--- src/hdl/spi_flags_pkg.sv ---
// Purpose: Shared constants for the SPI FIFO status-flag block
// Assumes: 32-bit AHB-Lite register bus, byte-wide FIFO entries
// Notes:   Offsets are byte addresses inside the block window
package spi_flags_pkg;
  // Register byte offsets
  localparam logic [7:0] OFS_FLAG_WORD  = 8'h00;
  localparam logic [7:0] OFS_CTRL       = 8'h04;
  localparam logic [7:0] OFS_FIFO_CTRL  = 8'h08;
  localparam logic [7:0] OFS_DATA_LOW   = 8'h0C;
  localparam logic [7:0] OFS_DATA_HIGH  = 8'h10;
  localparam logic [7:0] OFS_IRQ_STATUS = 8'h14;
  localparam logic [7:0] OFS_IRQ_CLEAR  = 8'h18;
  localparam logic [7:0] OFS_IRQ_ENABLE = 8'h1C;
  // Flag word bit positions
  localparam int FLG_RX_EMPTY = 0;
  localparam int FLG_TX_FULL  = 1;
  localparam int FLG_TX_NEAR  = 2;
  localparam int FLG_RX_NEAR  = 3;
  localparam int FLG_MODE_FAULT_FLAG     = 4;
  // Control register bit positions
  localparam int CTL_ENABLE   = 0;
  localparam int CTL_WIDTH16  = 1;
  localparam int CTL_MASTER   = 2;
  localparam int CTL_MODE_FAULT_FLAG_EN  = 3;
  localparam int CTL_SS_OE    = 4;
  localparam logic [4:0] CTL_RESET = 5'h00;
  // FIFO control bit positions
  localparam int FC_ENABLE    = 0;
  localparam int FC_RX_MARK   = 4;
  localparam int FC_TX_MARK   = 5;
  localparam logic [5:0] FC_RESET = 6'h00;
  // Interrupt bit positions
  localparam int IRQ_MODE_FAULT_FLAG     = 0;
  localparam int IRQ_RX_NEAR  = 1;
  localparam int IRQ_TX_NEAR  = 2;
  localparam logic [2:0] IRQ_RESET = 3'h0;
  // FIFO geometry and watermarks, in bytes
  localparam int          FIFO_AW     = 3;
  localparam logic [3:0]  FIFO_DEPTH  = 4'h8;
  localparam logic [3:0]  RX_MARK_LO  = 4'h6;
  localparam logic [3:0]  RX_MARK_HI  = 4'h4;
  localparam logic [3:0]  TX_MARK_LO  = 4'h2;
  localparam logic [3:0]  TX_MARK_HI  = 4'h4;
  localparam logic [2:0]  BIT_LAST    = 3'h7;
  localparam int          SYNC_W      = 3;
  // Idle pin levels {mosi, ss_n, sck} loaded into the synchroniser at reset
  localparam logic [SYNC_W-1:0] SYNC_IDLE = 3'h2;
endpackage

--- src/hdl/fifo_port_if.sv ---
// Purpose: Write and read port bundle of one byte FIFO memory
// Assumes: Single clock, one write and one read per cycle
// Notes:   Read data is registered inside the memory
`timescale 1ns/1ps
`default_nettype none
interface fifo_port_if;
  logic       we;
  logic [2:0] waddr;
  logic [7:0] wdata;
  logic [2:0] raddr;
  logic [7:0] rdata;
  modport mem  (input we, waddr, wdata, raddr, output rdata);
  modport user (output we, waddr, wdata, raddr, input rdata);
endinterface
`default_nettype wire

--- src/hdl/spi_fifo_mem.sv ---
// Purpose: Eight-byte storage for one FIFO direction
// Assumes: Pointers are kept by the user
// Notes:   Read data comes out of a register one edge after raddr
`timescale 1ns/1ps
`default_nettype none
module spi_fifo_mem
  import spi_flags_pkg::*;
(
  input  wire logic ref_clk,
  fifo_port_if.mem  port_m
);
  logic [7:0] mem_q [0:(1<<FIFO_AW)-1];

  // Write port and registered read port
  always_ff @(posedge ref_clk) begin
    if (port_m.we) begin
      mem_q[port_m.waddr] <= port_m.wdata;
    end
    port_m.rdata <= mem_q[port_m.raddr];
  end
endmodule
`default_nettype wire

--- src/hdl/spi_fifo_status_flags.sv ---
// Purpose: SPI status flags, FIFO occupancy and a small slave shifter
// Assumes: AHB-Lite slave, pins sampled through two flops
// Notes:   FIFO flags are derived each cycle from the occupancy counters
`timescale 1ns/1ps
`default_nettype none
// Summary of operation
// Mode fault bit reads 0 without error, 1 once a fault is detected.
// Rx mark clear: nearly-full when receive FIFO holds 48 bits or more.
// Rx mark set: nearly-full when receive FIFO holds 32 bits or more.
// FIFO flags meaningless and read zero while FIFO mode is off.
// Tx mark clear: nearly-empty when 16 bits or fewer remain.
// Tx mark set: nearly-empty when 32 bits or fewer remain.
// Tx full set at eight bytes held, clear below eight.
// Rx empty flag is 1 with no data, 0 with any entry.
// Data reads pop the receive FIFO: both bytes or low byte only.
// After power-on reset tx nearly-empty and rx empty read 0.
// Changing width, FIFO enable or module enable clears flags, flushes. Code: FIFO enable can only be set, and only setting it flushes.
// After that reset the two flags follow the FIFO enable value.
// Mode fault sets only as master, detect on, no SS drive, SS low.
// Each direction buffered by a 64-bit FIFO in FIFO mode.
// Flags come from occupancy counters, current within one clock.
module spi_fifo_status_flags
  import spi_flags_pkg::*;
(
  input  wire logic        ref_clk,
  input  wire logic        nrst,
  input  wire logic        hsel,
  input  wire logic [31:0] haddr,
  input  wire logic [1:0]  htrans,
  input  wire logic        hwrite,
  input  wire logic [2:0]  hsize,
  input  wire logic [31:0] hwdata,
  input  wire logic        hready,
  output logic             hreadyout,
  output logic             hresp,
  output logic      [31:0] hrdata,
  input  wire logic        sck_in,
  input  wire logic        ss_in_n,
  input  wire logic        mosi_in,
  output logic             miso_out,
  output logic             miso_oe_n,
  output logic             irq
);
  logic [SYNC_W-1:0] pins_s;
  logic              sck_s;
  logic              ss_s_n;
  logic              mosi_s;
  logic              sck_prev_q;
  logic              ss_prev_q;
  logic              wr_pend_q;
  logic              rd_pend_q;
  logic [7:0]        addr_q;
  logic [4:0]        ctrl_q;
  logic [5:0]        fctl_q;
  logic [2:0]        irq_st_q;
  logic [2:0]        irq_en_q;
  logic              mode_fault_flag_q;
  logic              mode_fault_flag_arm_q;
  logic              cfg_seen_q;
  logic [3:0]        tx_cnt_q;
  logic [3:0]        rx_cnt_q;
  logic [2:0]        tx_wp_q;
  logic [2:0]        tx_rp_q;
  logic [2:0]        rx_wp_q;
  logic [2:0]        rx_rp_q;
  logic [7:0]        rx_sh_q;
  logic [7:0]        tx_sh_q;
  logic [2:0]        bit_q;
  logic              done_q;
  logic              rnf_prev_q;
  logic              tne_prev_q;

  fifo_port_if tx_if();
  fifo_port_if rx_if();

  // Pin synchroniser and storage
  spi_pin_sync u_sync (
    .ref_clk  (ref_clk),
    .nrst     (nrst),
    .pin_in   ({mosi_in, ss_in_n, sck_in}),
    .pin_sync (pins_s)
  );
  spi_fifo_mem u_tx_mem (.ref_clk(ref_clk), .port_m(tx_if.mem));
  spi_fifo_mem u_rx_mem (.ref_clk(ref_clk), .port_m(rx_if.mem));

  assign sck_s  = pins_s[0];
  assign ss_s_n = pins_s[1];
  assign mosi_s = pins_s[2];

  // Configuration fields
  wire module_enable     = ctrl_q[CTL_ENABLE];
  wire word_width_select = ctrl_q[CTL_WIDTH16];
  wire master            = ctrl_q[CTL_MASTER];
  wire mode_fault_flag_en           = ctrl_q[CTL_MODE_FAULT_FLAG_EN];
  wire ss_oe             = ctrl_q[CTL_SS_OE];
  wire fifo_enable       = fctl_q[FC_ENABLE];

  // Bus address phase and data phase decode
  wire        take    = hsel & htrans[1] & hready;
  wire        a_rd    = take & ~hwrite;
  wire [7:0]  a_ofs   = haddr[7:0];
  wire        w_ctrl  = wr_pend_q & (addr_q == OFS_CTRL);
  wire        w_fctl  = wr_pend_q & (addr_q == OFS_FIFO_CTRL);
  wire        w_dlow  = wr_pend_q & (addr_q == OFS_DATA_LOW);
  wire        w_dhigh = wr_pend_q & (addr_q == OFS_DATA_HIGH);
  wire        w_iclr  = wr_pend_q & (addr_q == OFS_IRQ_CLEAR);
  wire        w_ien   = wr_pend_q & (addr_q == OFS_IRQ_ENABLE);
  wire        r_flag  = a_rd & (a_ofs == OFS_FLAG_WORD);
  wire        r_data  = a_rd & ((a_ofs == OFS_DATA_LOW)
                      | ((a_ofs == OFS_DATA_HIGH) & word_width_select));

  // Configuration change that resets flags and flushes FIFOs
  wire ctrl_chg = w_ctrl & ((hwdata[CTL_ENABLE] != module_enable)
                | (hwdata[CTL_WIDTH16] != word_width_select));
  wire fctl_chg = w_fctl & hwdata[FC_ENABLE] & ~fifo_enable;
  wire cfg_chg  = ctrl_chg | fctl_chg;

  // FIFO pushes and pops
  wire tx_full_raw = (tx_cnt_q == FIFO_DEPTH);
  wire rx_full_raw = (rx_cnt_q == FIFO_DEPTH);
  wire tx_push = (w_dlow | (w_dhigh & word_width_select)) & ~tx_full_raw
               & ~cfg_chg;
  wire rx_pop  = r_data & (rx_cnt_q != 4'h0) & ~cfg_chg;

  // Serial edges, slave shifter active when selected and not master
  wire active   = module_enable & ~master & ~ss_s_n;
  wire sck_rise = active & sck_s & ~sck_prev_q;
  wire sck_fall = active & ~sck_s & sck_prev_q;
  wire ss_fall  = module_enable & ~master & ss_prev_q & ~ss_s_n;
  wire load_tx  = ss_fall | (sck_fall & done_q);
  wire tx_pop   = load_tx & (tx_cnt_q != 4'h0) & ~cfg_chg;
  wire byte_in  = sck_rise & (bit_q == BIT_LAST);
  wire rx_push  = byte_in & ~rx_full_raw & ~cfg_chg;

  // Memory port wiring
  assign tx_if.we    = tx_push;
  assign tx_if.waddr = tx_wp_q;
  assign tx_if.wdata = hwdata[7:0];
  assign tx_if.raddr = tx_rp_q;
  assign rx_if.we    = rx_push;
  assign rx_if.waddr = rx_wp_q;
  assign rx_if.wdata = {rx_sh_q[6:0], mosi_s};
  assign rx_if.raddr = rx_rp_q;

  // Occupancy counters feeding every FIFO flag
  wire [3:0] tx_cnt_d = cfg_chg ? 4'h0 : 4'(tx_cnt_q
                      + {3'h0, tx_push} - {3'h0, tx_pop});
  wire [3:0] rx_cnt_d = cfg_chg ? 4'h0 : 4'(rx_cnt_q
                      + {3'h0, rx_push} - {3'h0, rx_pop});

  // Watermark, full and empty flags, zero outside FIFO mode
  wire [3:0] rx_mark = fctl_q[FC_RX_MARK] ? RX_MARK_HI : RX_MARK_LO;
  wire [3:0] tx_mark = fctl_q[FC_TX_MARK] ? TX_MARK_HI : TX_MARK_LO;
  wire rx_near_full_flag = fifo_enable & (rx_cnt_q >= rx_mark);
  wire tx_nearly_empty_flag = fifo_enable & cfg_seen_q
                            & (tx_cnt_q <= tx_mark);
  wire tx_full_flag = fifo_enable & tx_full_raw;
  wire rx_fifo_empty_flag = fifo_enable & cfg_seen_q
                          & (rx_cnt_q == 4'h0);
  wire mode_fault_flag = mode_fault_flag_q;
  wire [7:0] flag_word = {3'h0, mode_fault_flag, rx_near_full_flag,
                          tx_nearly_empty_flag, tx_full_flag,
                          rx_fifo_empty_flag};

  // Mode fault detection condition
  wire mode_fault_flag_hit = module_enable & master & mode_fault_flag_en & ~ss_oe
                & ~ss_s_n;

  // Interrupt events and sticky status, set beats clear
  wire [2:0] irq_ev = {tx_nearly_empty_flag & ~tne_prev_q,
                       rx_near_full_flag & ~rnf_prev_q,
                       mode_fault_flag_hit & ~mode_fault_flag_q};
  wire [2:0] irq_clr = w_iclr ? hwdata[2:0] : 3'h0;
  assign irq = |(irq_st_q & irq_en_q);

  // Read data selection in the data phase
  assign hreadyout = 1'b1;
  assign hresp     = 1'b0;
  always_comb begin
    hrdata = 32'h0;
    if (rd_pend_q) begin
      case (addr_q)
        OFS_FLAG_WORD:  hrdata = {24'h0, flag_word};
        OFS_CTRL:       hrdata = {27'h0, ctrl_q};
        OFS_FIFO_CTRL:  hrdata = {26'h0, fctl_q};
        OFS_DATA_LOW:   hrdata = {24'h0, rx_if.rdata};
        OFS_DATA_HIGH:  hrdata = word_width_select
                                 ? {24'h0, rx_if.rdata} : 32'h0;
        OFS_IRQ_STATUS: hrdata = {29'h0, irq_st_q};
        OFS_IRQ_ENABLE: hrdata = {29'h0, irq_en_q};
        default:        hrdata = 32'h0;
      endcase
    end
  end

  // Bus phase tracking
  always_ff @(posedge ref_clk or negedge nrst) begin
    if (!nrst) begin
      wr_pend_q <= 1'b0;
      rd_pend_q <= 1'b0;
      addr_q    <= 8'h00;
    end else if (hready) begin
      wr_pend_q <= take & hwrite;
      rd_pend_q <= a_rd;
      addr_q    <= a_ofs;
    end
  end

  // Software registers; FIFO control only taken when it sets enable
  always_ff @(posedge ref_clk or negedge nrst) begin
    if (!nrst) begin
      ctrl_q   <= CTL_RESET;
      fctl_q   <= FC_RESET;
      irq_en_q <= IRQ_RESET;
      irq_st_q <= IRQ_RESET;
    end else begin
      if (w_ctrl) ctrl_q <= hwdata[4:0];
      if (w_fctl & hwdata[FC_ENABLE]) fctl_q <= hwdata[5:0];
      if (w_ien) irq_en_q <= hwdata[2:0];
      irq_st_q <= (irq_st_q & ~irq_clr) | irq_ev;
    end
  end

  // Mode fault flag: read while set arms, control write clears
  always_ff @(posedge ref_clk or negedge nrst) begin
    if (!nrst) begin
      mode_fault_flag_q     <= 1'b0;
      mode_fault_flag_arm_q <= 1'b0;
    end else begin
      if (mode_fault_flag_hit) begin
        mode_fault_flag_q <= 1'b1;
      end else if (cfg_chg | (w_ctrl & mode_fault_flag_arm_q)) begin
        mode_fault_flag_q <= 1'b0;
      end
      if (r_flag & mode_fault_flag_q) begin
        mode_fault_flag_arm_q <= 1'b1;
      end else if (w_ctrl | cfg_chg) begin
        mode_fault_flag_arm_q <= 1'b0;
      end
    end
  end

  // Counters, pointers and the reset-kind marker
  always_ff @(posedge ref_clk or negedge nrst) begin
    if (!nrst) begin
      tx_cnt_q   <= 4'h0;
      rx_cnt_q   <= 4'h0;
      tx_wp_q    <= 3'h0;
      tx_rp_q    <= 3'h0;
      rx_wp_q    <= 3'h0;
      rx_rp_q    <= 3'h0;
      cfg_seen_q <= 1'b0;
      rnf_prev_q <= 1'b0;
      tne_prev_q <= 1'b0;
    end else begin
      tx_cnt_q   <= tx_cnt_d;
      rx_cnt_q   <= rx_cnt_d;
      rnf_prev_q <= rx_near_full_flag;
      tne_prev_q <= tx_nearly_empty_flag;
      if (cfg_chg) begin
        cfg_seen_q <= 1'b1;
        tx_wp_q    <= 3'h0;
        tx_rp_q    <= 3'h0;
        rx_wp_q    <= 3'h0;
        rx_rp_q    <= 3'h0;
      end else begin
        tx_wp_q <= tx_wp_q + 3'(tx_push);
        tx_rp_q <= tx_rp_q + 3'(tx_pop);
        rx_wp_q <= rx_wp_q + 3'(rx_push);
        rx_rp_q <= rx_rp_q + 3'(rx_pop);
      end
    end
  end

  // Slave shifter: sample on rise, shift out on fall, MSB first
  always_ff @(posedge ref_clk or negedge nrst) begin
    if (!nrst) begin
      sck_prev_q <= 1'b0;
      ss_prev_q  <= 1'b1;
      rx_sh_q    <= 8'h00;
      tx_sh_q    <= 8'h00;
      bit_q      <= 3'h0;
      done_q     <= 1'b0;
      miso_out   <= 1'b0;
      miso_oe_n  <= 1'b1;
    end else begin
      sck_prev_q <= sck_s;
      ss_prev_q  <= ss_s_n;
      miso_oe_n  <= ~active;
      miso_out   <= tx_sh_q[7];
      if (ss_fall) begin
        bit_q  <= 3'h0;
        done_q <= 1'b0;
      end else if (sck_rise) begin
        rx_sh_q <= {rx_sh_q[6:0], mosi_s};
        bit_q   <= bit_q + 3'h1;
        done_q  <= byte_in;
      end else if (sck_fall & done_q) begin
        done_q <= 1'b0;
      end
      if (load_tx) begin
        tx_sh_q <= tx_pop ? tx_if.rdata : 8'h00;
      end else if (sck_fall) begin
        tx_sh_q <= {tx_sh_q[6:0], 1'b0};
      end
    end
  end
endmodule
`default_nettype wire

--- src/hdl/spi_pin_sync.sv ---
// Purpose: Two-flop synchroniser for the serial-side pins
// Assumes: Pins are asynchronous to ref_clk
// Notes:   First stage feeds only the second stage
`timescale 1ns/1ps
`default_nettype none
module spi_pin_sync
  import spi_flags_pkg::*;
(
  input  wire logic              ref_clk,
  input  wire logic              nrst,
  input  wire logic [SYNC_W-1:0] pin_in,
  output logic      [SYNC_W-1:0] pin_sync
);
  logic [SYNC_W-1:0] meta_q;

  // Two stages, reset to the pins' idle levels so no false edge follows
  always_ff @(posedge ref_clk or negedge nrst) begin
    if (!nrst) begin
      meta_q   <= SYNC_IDLE;
      pin_sync <= SYNC_IDLE;
    end else begin
      meta_q   <= pin_in;
      pin_sync <= meta_q;
    end
  end
endmodule
`default_nettype wire

--- config.mk ---
export PLATFORM = sky130hd
export DESIGN_NAME = spi_fifo_status_flags
export DESIGN_NICKNAME = d
export VERILOG_FILES = /design/src/hdl/spi_flags_pkg.sv /design/src/hdl/fifo_port_if.sv /design/src/hdl/spi_fifo_mem.sv /design/src/hdl/spi_fifo_status_flags.sv /design/src/hdl/spi_pin_sync.sv
export SDC_FILE = /design/constraint.sdc
export NUM_CORES = 1
export LEC_CHECK = 0
export ABC_AREA = 1
export ABC_CLOCK_PERIOD_IN_PS = 2900
export BUFFER_PORTS_ARGS = -buffer_cell sky130_fd_sc_hd__buf_2
export CAP_MARGIN = 20
export CORE_UTILIZATION = 31
export CTS_BUF_LIST = sky130_fd_sc_hd__clkbuf_2
export DETAILED_ROUTE_END_ITERATION = 16
export PLACE_DENSITY = 0.47
export SLEW_MARGIN = 0
export SYNTH_ARGS = -nofsm -noshare
export SYNTH_HDL_FRONTEND = slang
export SYNTH_SLANG_ARGS = --single-unit
--- constraint.sdc ---
create_clock -name ref_clk -period 2.9 [get_ports ref_clk]
set_input_delay 0.29 -clock ref_clk [delete_from_list [all_inputs] [get_ports ref_clk]]
set_output_delay 0.29 -clock ref_clk [all_outputs]
set_load 0.005 [all_outputs]
==> out/qor.yml <==
max_freq_ghz: 0.366
post-route-util_pct: 37.7
io_pins: 114
rows: 64
io_buffers: 35
cp_slowest_cell: "dfrtp_1"
period_share_pct: 94.3
async_flop_share_pct: 36.0
grt_max_degree: 49
swShare_pct: 30.1
hold_viol: 0
antenna_found_initial: 1
fill_cells: 3128
clkSinkCount: 225
layout_common_cells: "nor2_1 (158), nand2_1 (146), edfxtp_1 (128)"
avgSynthCellArea_um2: 10.8
cp_top_family: "simple AND/OR/NAND/NOR gates"
first_pass_iters: 5
hold_slack_ps: 284
cp_max_fo: 3
arrival_ps: 2450
core-area_um2: 30700
crit_chain: "nor2_4, nand2_2, nor2_4, buf_4, buf_4, nand2_1, o21ai_0, nor2_1, a21oi_2, buf_2"
critical_path.endpoint_type: "output port"
drc_errors: 0
synth-main-ff-cell: "edfxtp_1"
grt_pass1_vias: 6504
netlist_area_um2: 9700
wirelength_mm: 22.2
syn_inst: 895
tns_ps: 0
cp.required_ps: 2610
max-cap-violations: 0
status: "complete, no violations"
cellLeakagePower_nw: 4.97
fin_skew_ps: 55.7
p_sw_w: 0.00211
synth_edf_count: 128
vdd_drop_max_mv: 0.214
combPwrFrac_pct: 16.6
clockRootBuffer: "clkbuf_2"
routabilityCongestion: 0.782
yosysWarnings: 0
area_growth_syn_to_layout_pct: 19.2
p_int_w: 0.00491
layout.cells.non_filler: 1496
worstSetupStartpointType: "register"
die_h_um: 179
postRouteAntennaNets: 0
dp.cells: 1331
die_w_um: 179
crit_path_max_incr_delay_ps: 420
drt_iter0_drc: 394
cts_buffers: 59
crit_buf_inv: 3
dr_total_vias: 6742
pwr-share-clk_pct: 31.1
initial_utilization_pct: 31.6
synth_seq_cells: 225
hold_class: "primary input to register"
rsz0062_at_grt: "no"
clkLatencyLatePin_ps: 850
track_usage_pct: 14.2
synthDistinctLibCells: 40
clk_path_buf_depth: 3
routedWlPerCell_um: 14.9
seqPwrFrac_pct: 52.3
slew_headroom_pct: 52.7
avgViaCountPerCell: 4.51
cts_tree: "built"
tightest_slew_ps: 710
powerDensity_nw_per_um2: 607
fin_nets: 1156
final_common_cell: "nor2_1"
hpwl_mm: 14.1
die_area_um2: 32000
grt_pass1_wl_mm: 34.9
setup_viol: 0
period_minus_slack_ps: 2740
synth-seq-area-share_pct: 63.9
htree_levels: 2
critPathKind: "register to output port"
finalPower_w: 0.00702
drive_gt1_share_pct: 21.8
maxSlewViolCount: 0
grt.overflow.total: 0
path_clk_slew_ps: 110
-- synth_stat cells (4+ instances only) --
library cell	n	area share, %
o21ai_0	53	2.7
o32ai_1	32	2.9
a21oi_1	23	1.2
buf_4	28	2.2
nand4_1	5	0.32
xnor2_1	6	0.54
nand2_2	5	0.32
nor2_1	161	6.2
inv_1	73	2.8
ha_1	26	3.4
o21ai_1	10	0.52
clkbuf_1	21	0.81
mux2_2	11	1.3
nor2_4	6	0.70
nand3_1	27	1.4
dfstp_2	4	1.1
edfxtp_1	128	40
dfrtp_1	77	20
nand2_1	147	5.7
dfxtp_1	16	3.3
-- sequential cells by signal, indices dropped and copies added (netlist names), 4 cells and up --
register               cells
u_rx_mem.mem_q            64
u_tx_mem.mem_q            64
addr_q                     8
tx_sh_q                    8
u_rx_mem.port_m.rdata      8
u_tx_mem.port_m.rdata      8
rx_sh_q                    7
fctl_q                     6
ctrl_q                     5
rx_cnt_q                   4
tx_cnt_q                   4
-- repair_timing --
item,in CTS,in global routing
pin swaps,2,4
buffers inserted,4,7
setup endpoints to repair,7,8
endpoints found under the hold margin,158,0
resized for setup,9,15
hold buffers,44,0
-- cell families (layout without fill, tap and decap cells) --
logic type,count (synthesis),count (layout),synth area share (%)
xor+xnor,8,8,0.722
other cells,2,27,0.0774
compound gates,124,124,7.93
simple gates,368,368,16.3
mux,11,11,1.28
buf+inv,129,309,6.10
fa+ha+maj,28,28,3.77
flops,225,225,63.9
-- routing by layer --
metal / up-vias / track usage, % / routed length, um
met2: 145 / 22.5 / 10400
met4: 0 / 4.77 / 429
met5: - / 0 / 0
met3: 36 / 2.91 / 991
met1: 3230 / 19.3 / 10400
li1: 3331 / - / -
-- worst paths after layout --
kind | from | endpoint | slack [ps] | depth (start not counted)
worst max-delay path | addr_q[7]$_DFFE_PN0P_ | hrdata[1] | 160 | 10
worst min-delay path | hwdata[6] | u_tx_mem.mem_q[4][6]$_DFFE_PP_ | 280 | 2
worst max register to register | addr_q[0]$_DFFE_PN0P_ | tx_cnt_q[2]$_DFF_PN0_ | 260 | 13
worst min register to register | u_sync.meta_q[2]$_DFF_PN0_ | u_sync.pin_sync[2]$_DFF_PN0_ | 360 | 0
max in group asynchronous | nrst | bit_q[0]$_DFFE_PN0P_ | 1030 | 4
min in group asynchronous | nrst | bit_q[1]$_DFFE_PN0P_ | 580 | 3
-- cell type report --
type                       count  area, um2  share of cell area (%)
clock inverter                10       46.3                   0.400
sequential                   225       6200                    53.6
timing repair buffer         124        976                    8.44
tap                          396        495                    4.28
antenna                        1       2.50                  0.0216
clock buffer                  99        495                    4.28
inverter                      76        285                    2.47
multi-input combinational    565       3070                    26.5
-- worst register-to-register path, cell delays in order, from the launching register on --
cell     delay, ps
dfrtp_1        420
nor2_4         150
buf_4          140
nand2_1        100
nor2_4         190
nand3_1        150
nand2_4        190
nor2_4         100
ha_1           280
inv_1           40
ha_1           190
fa_1           380
xnor2_1        160
nor2_1          60
-- through the flow --
stage	cell area, um2	setup slack, ps
6_report	11600	165
5_1_grt	11600	0.464
4_1_cts	11500	2.97
3_3_place_gp	10400	309
2_1_floorplan	9790	520
3_5_place_dp	10400	295
-- power by group through the flow --
stage	Combinational [W]	Clock [W]	Sequential, W
after global placement	0.00110	0	0.00374
after CTS	0.00117	0.00229	0.00367
after global routing	0.00135	0.00245	0.00370
final	0.00117	0.00218	0.00367
after detailed placement	0.00110	0	0.00374
after floorplan	0.000810	0	0.00371
Note: power is estimated with default switching activity, not from simulation.
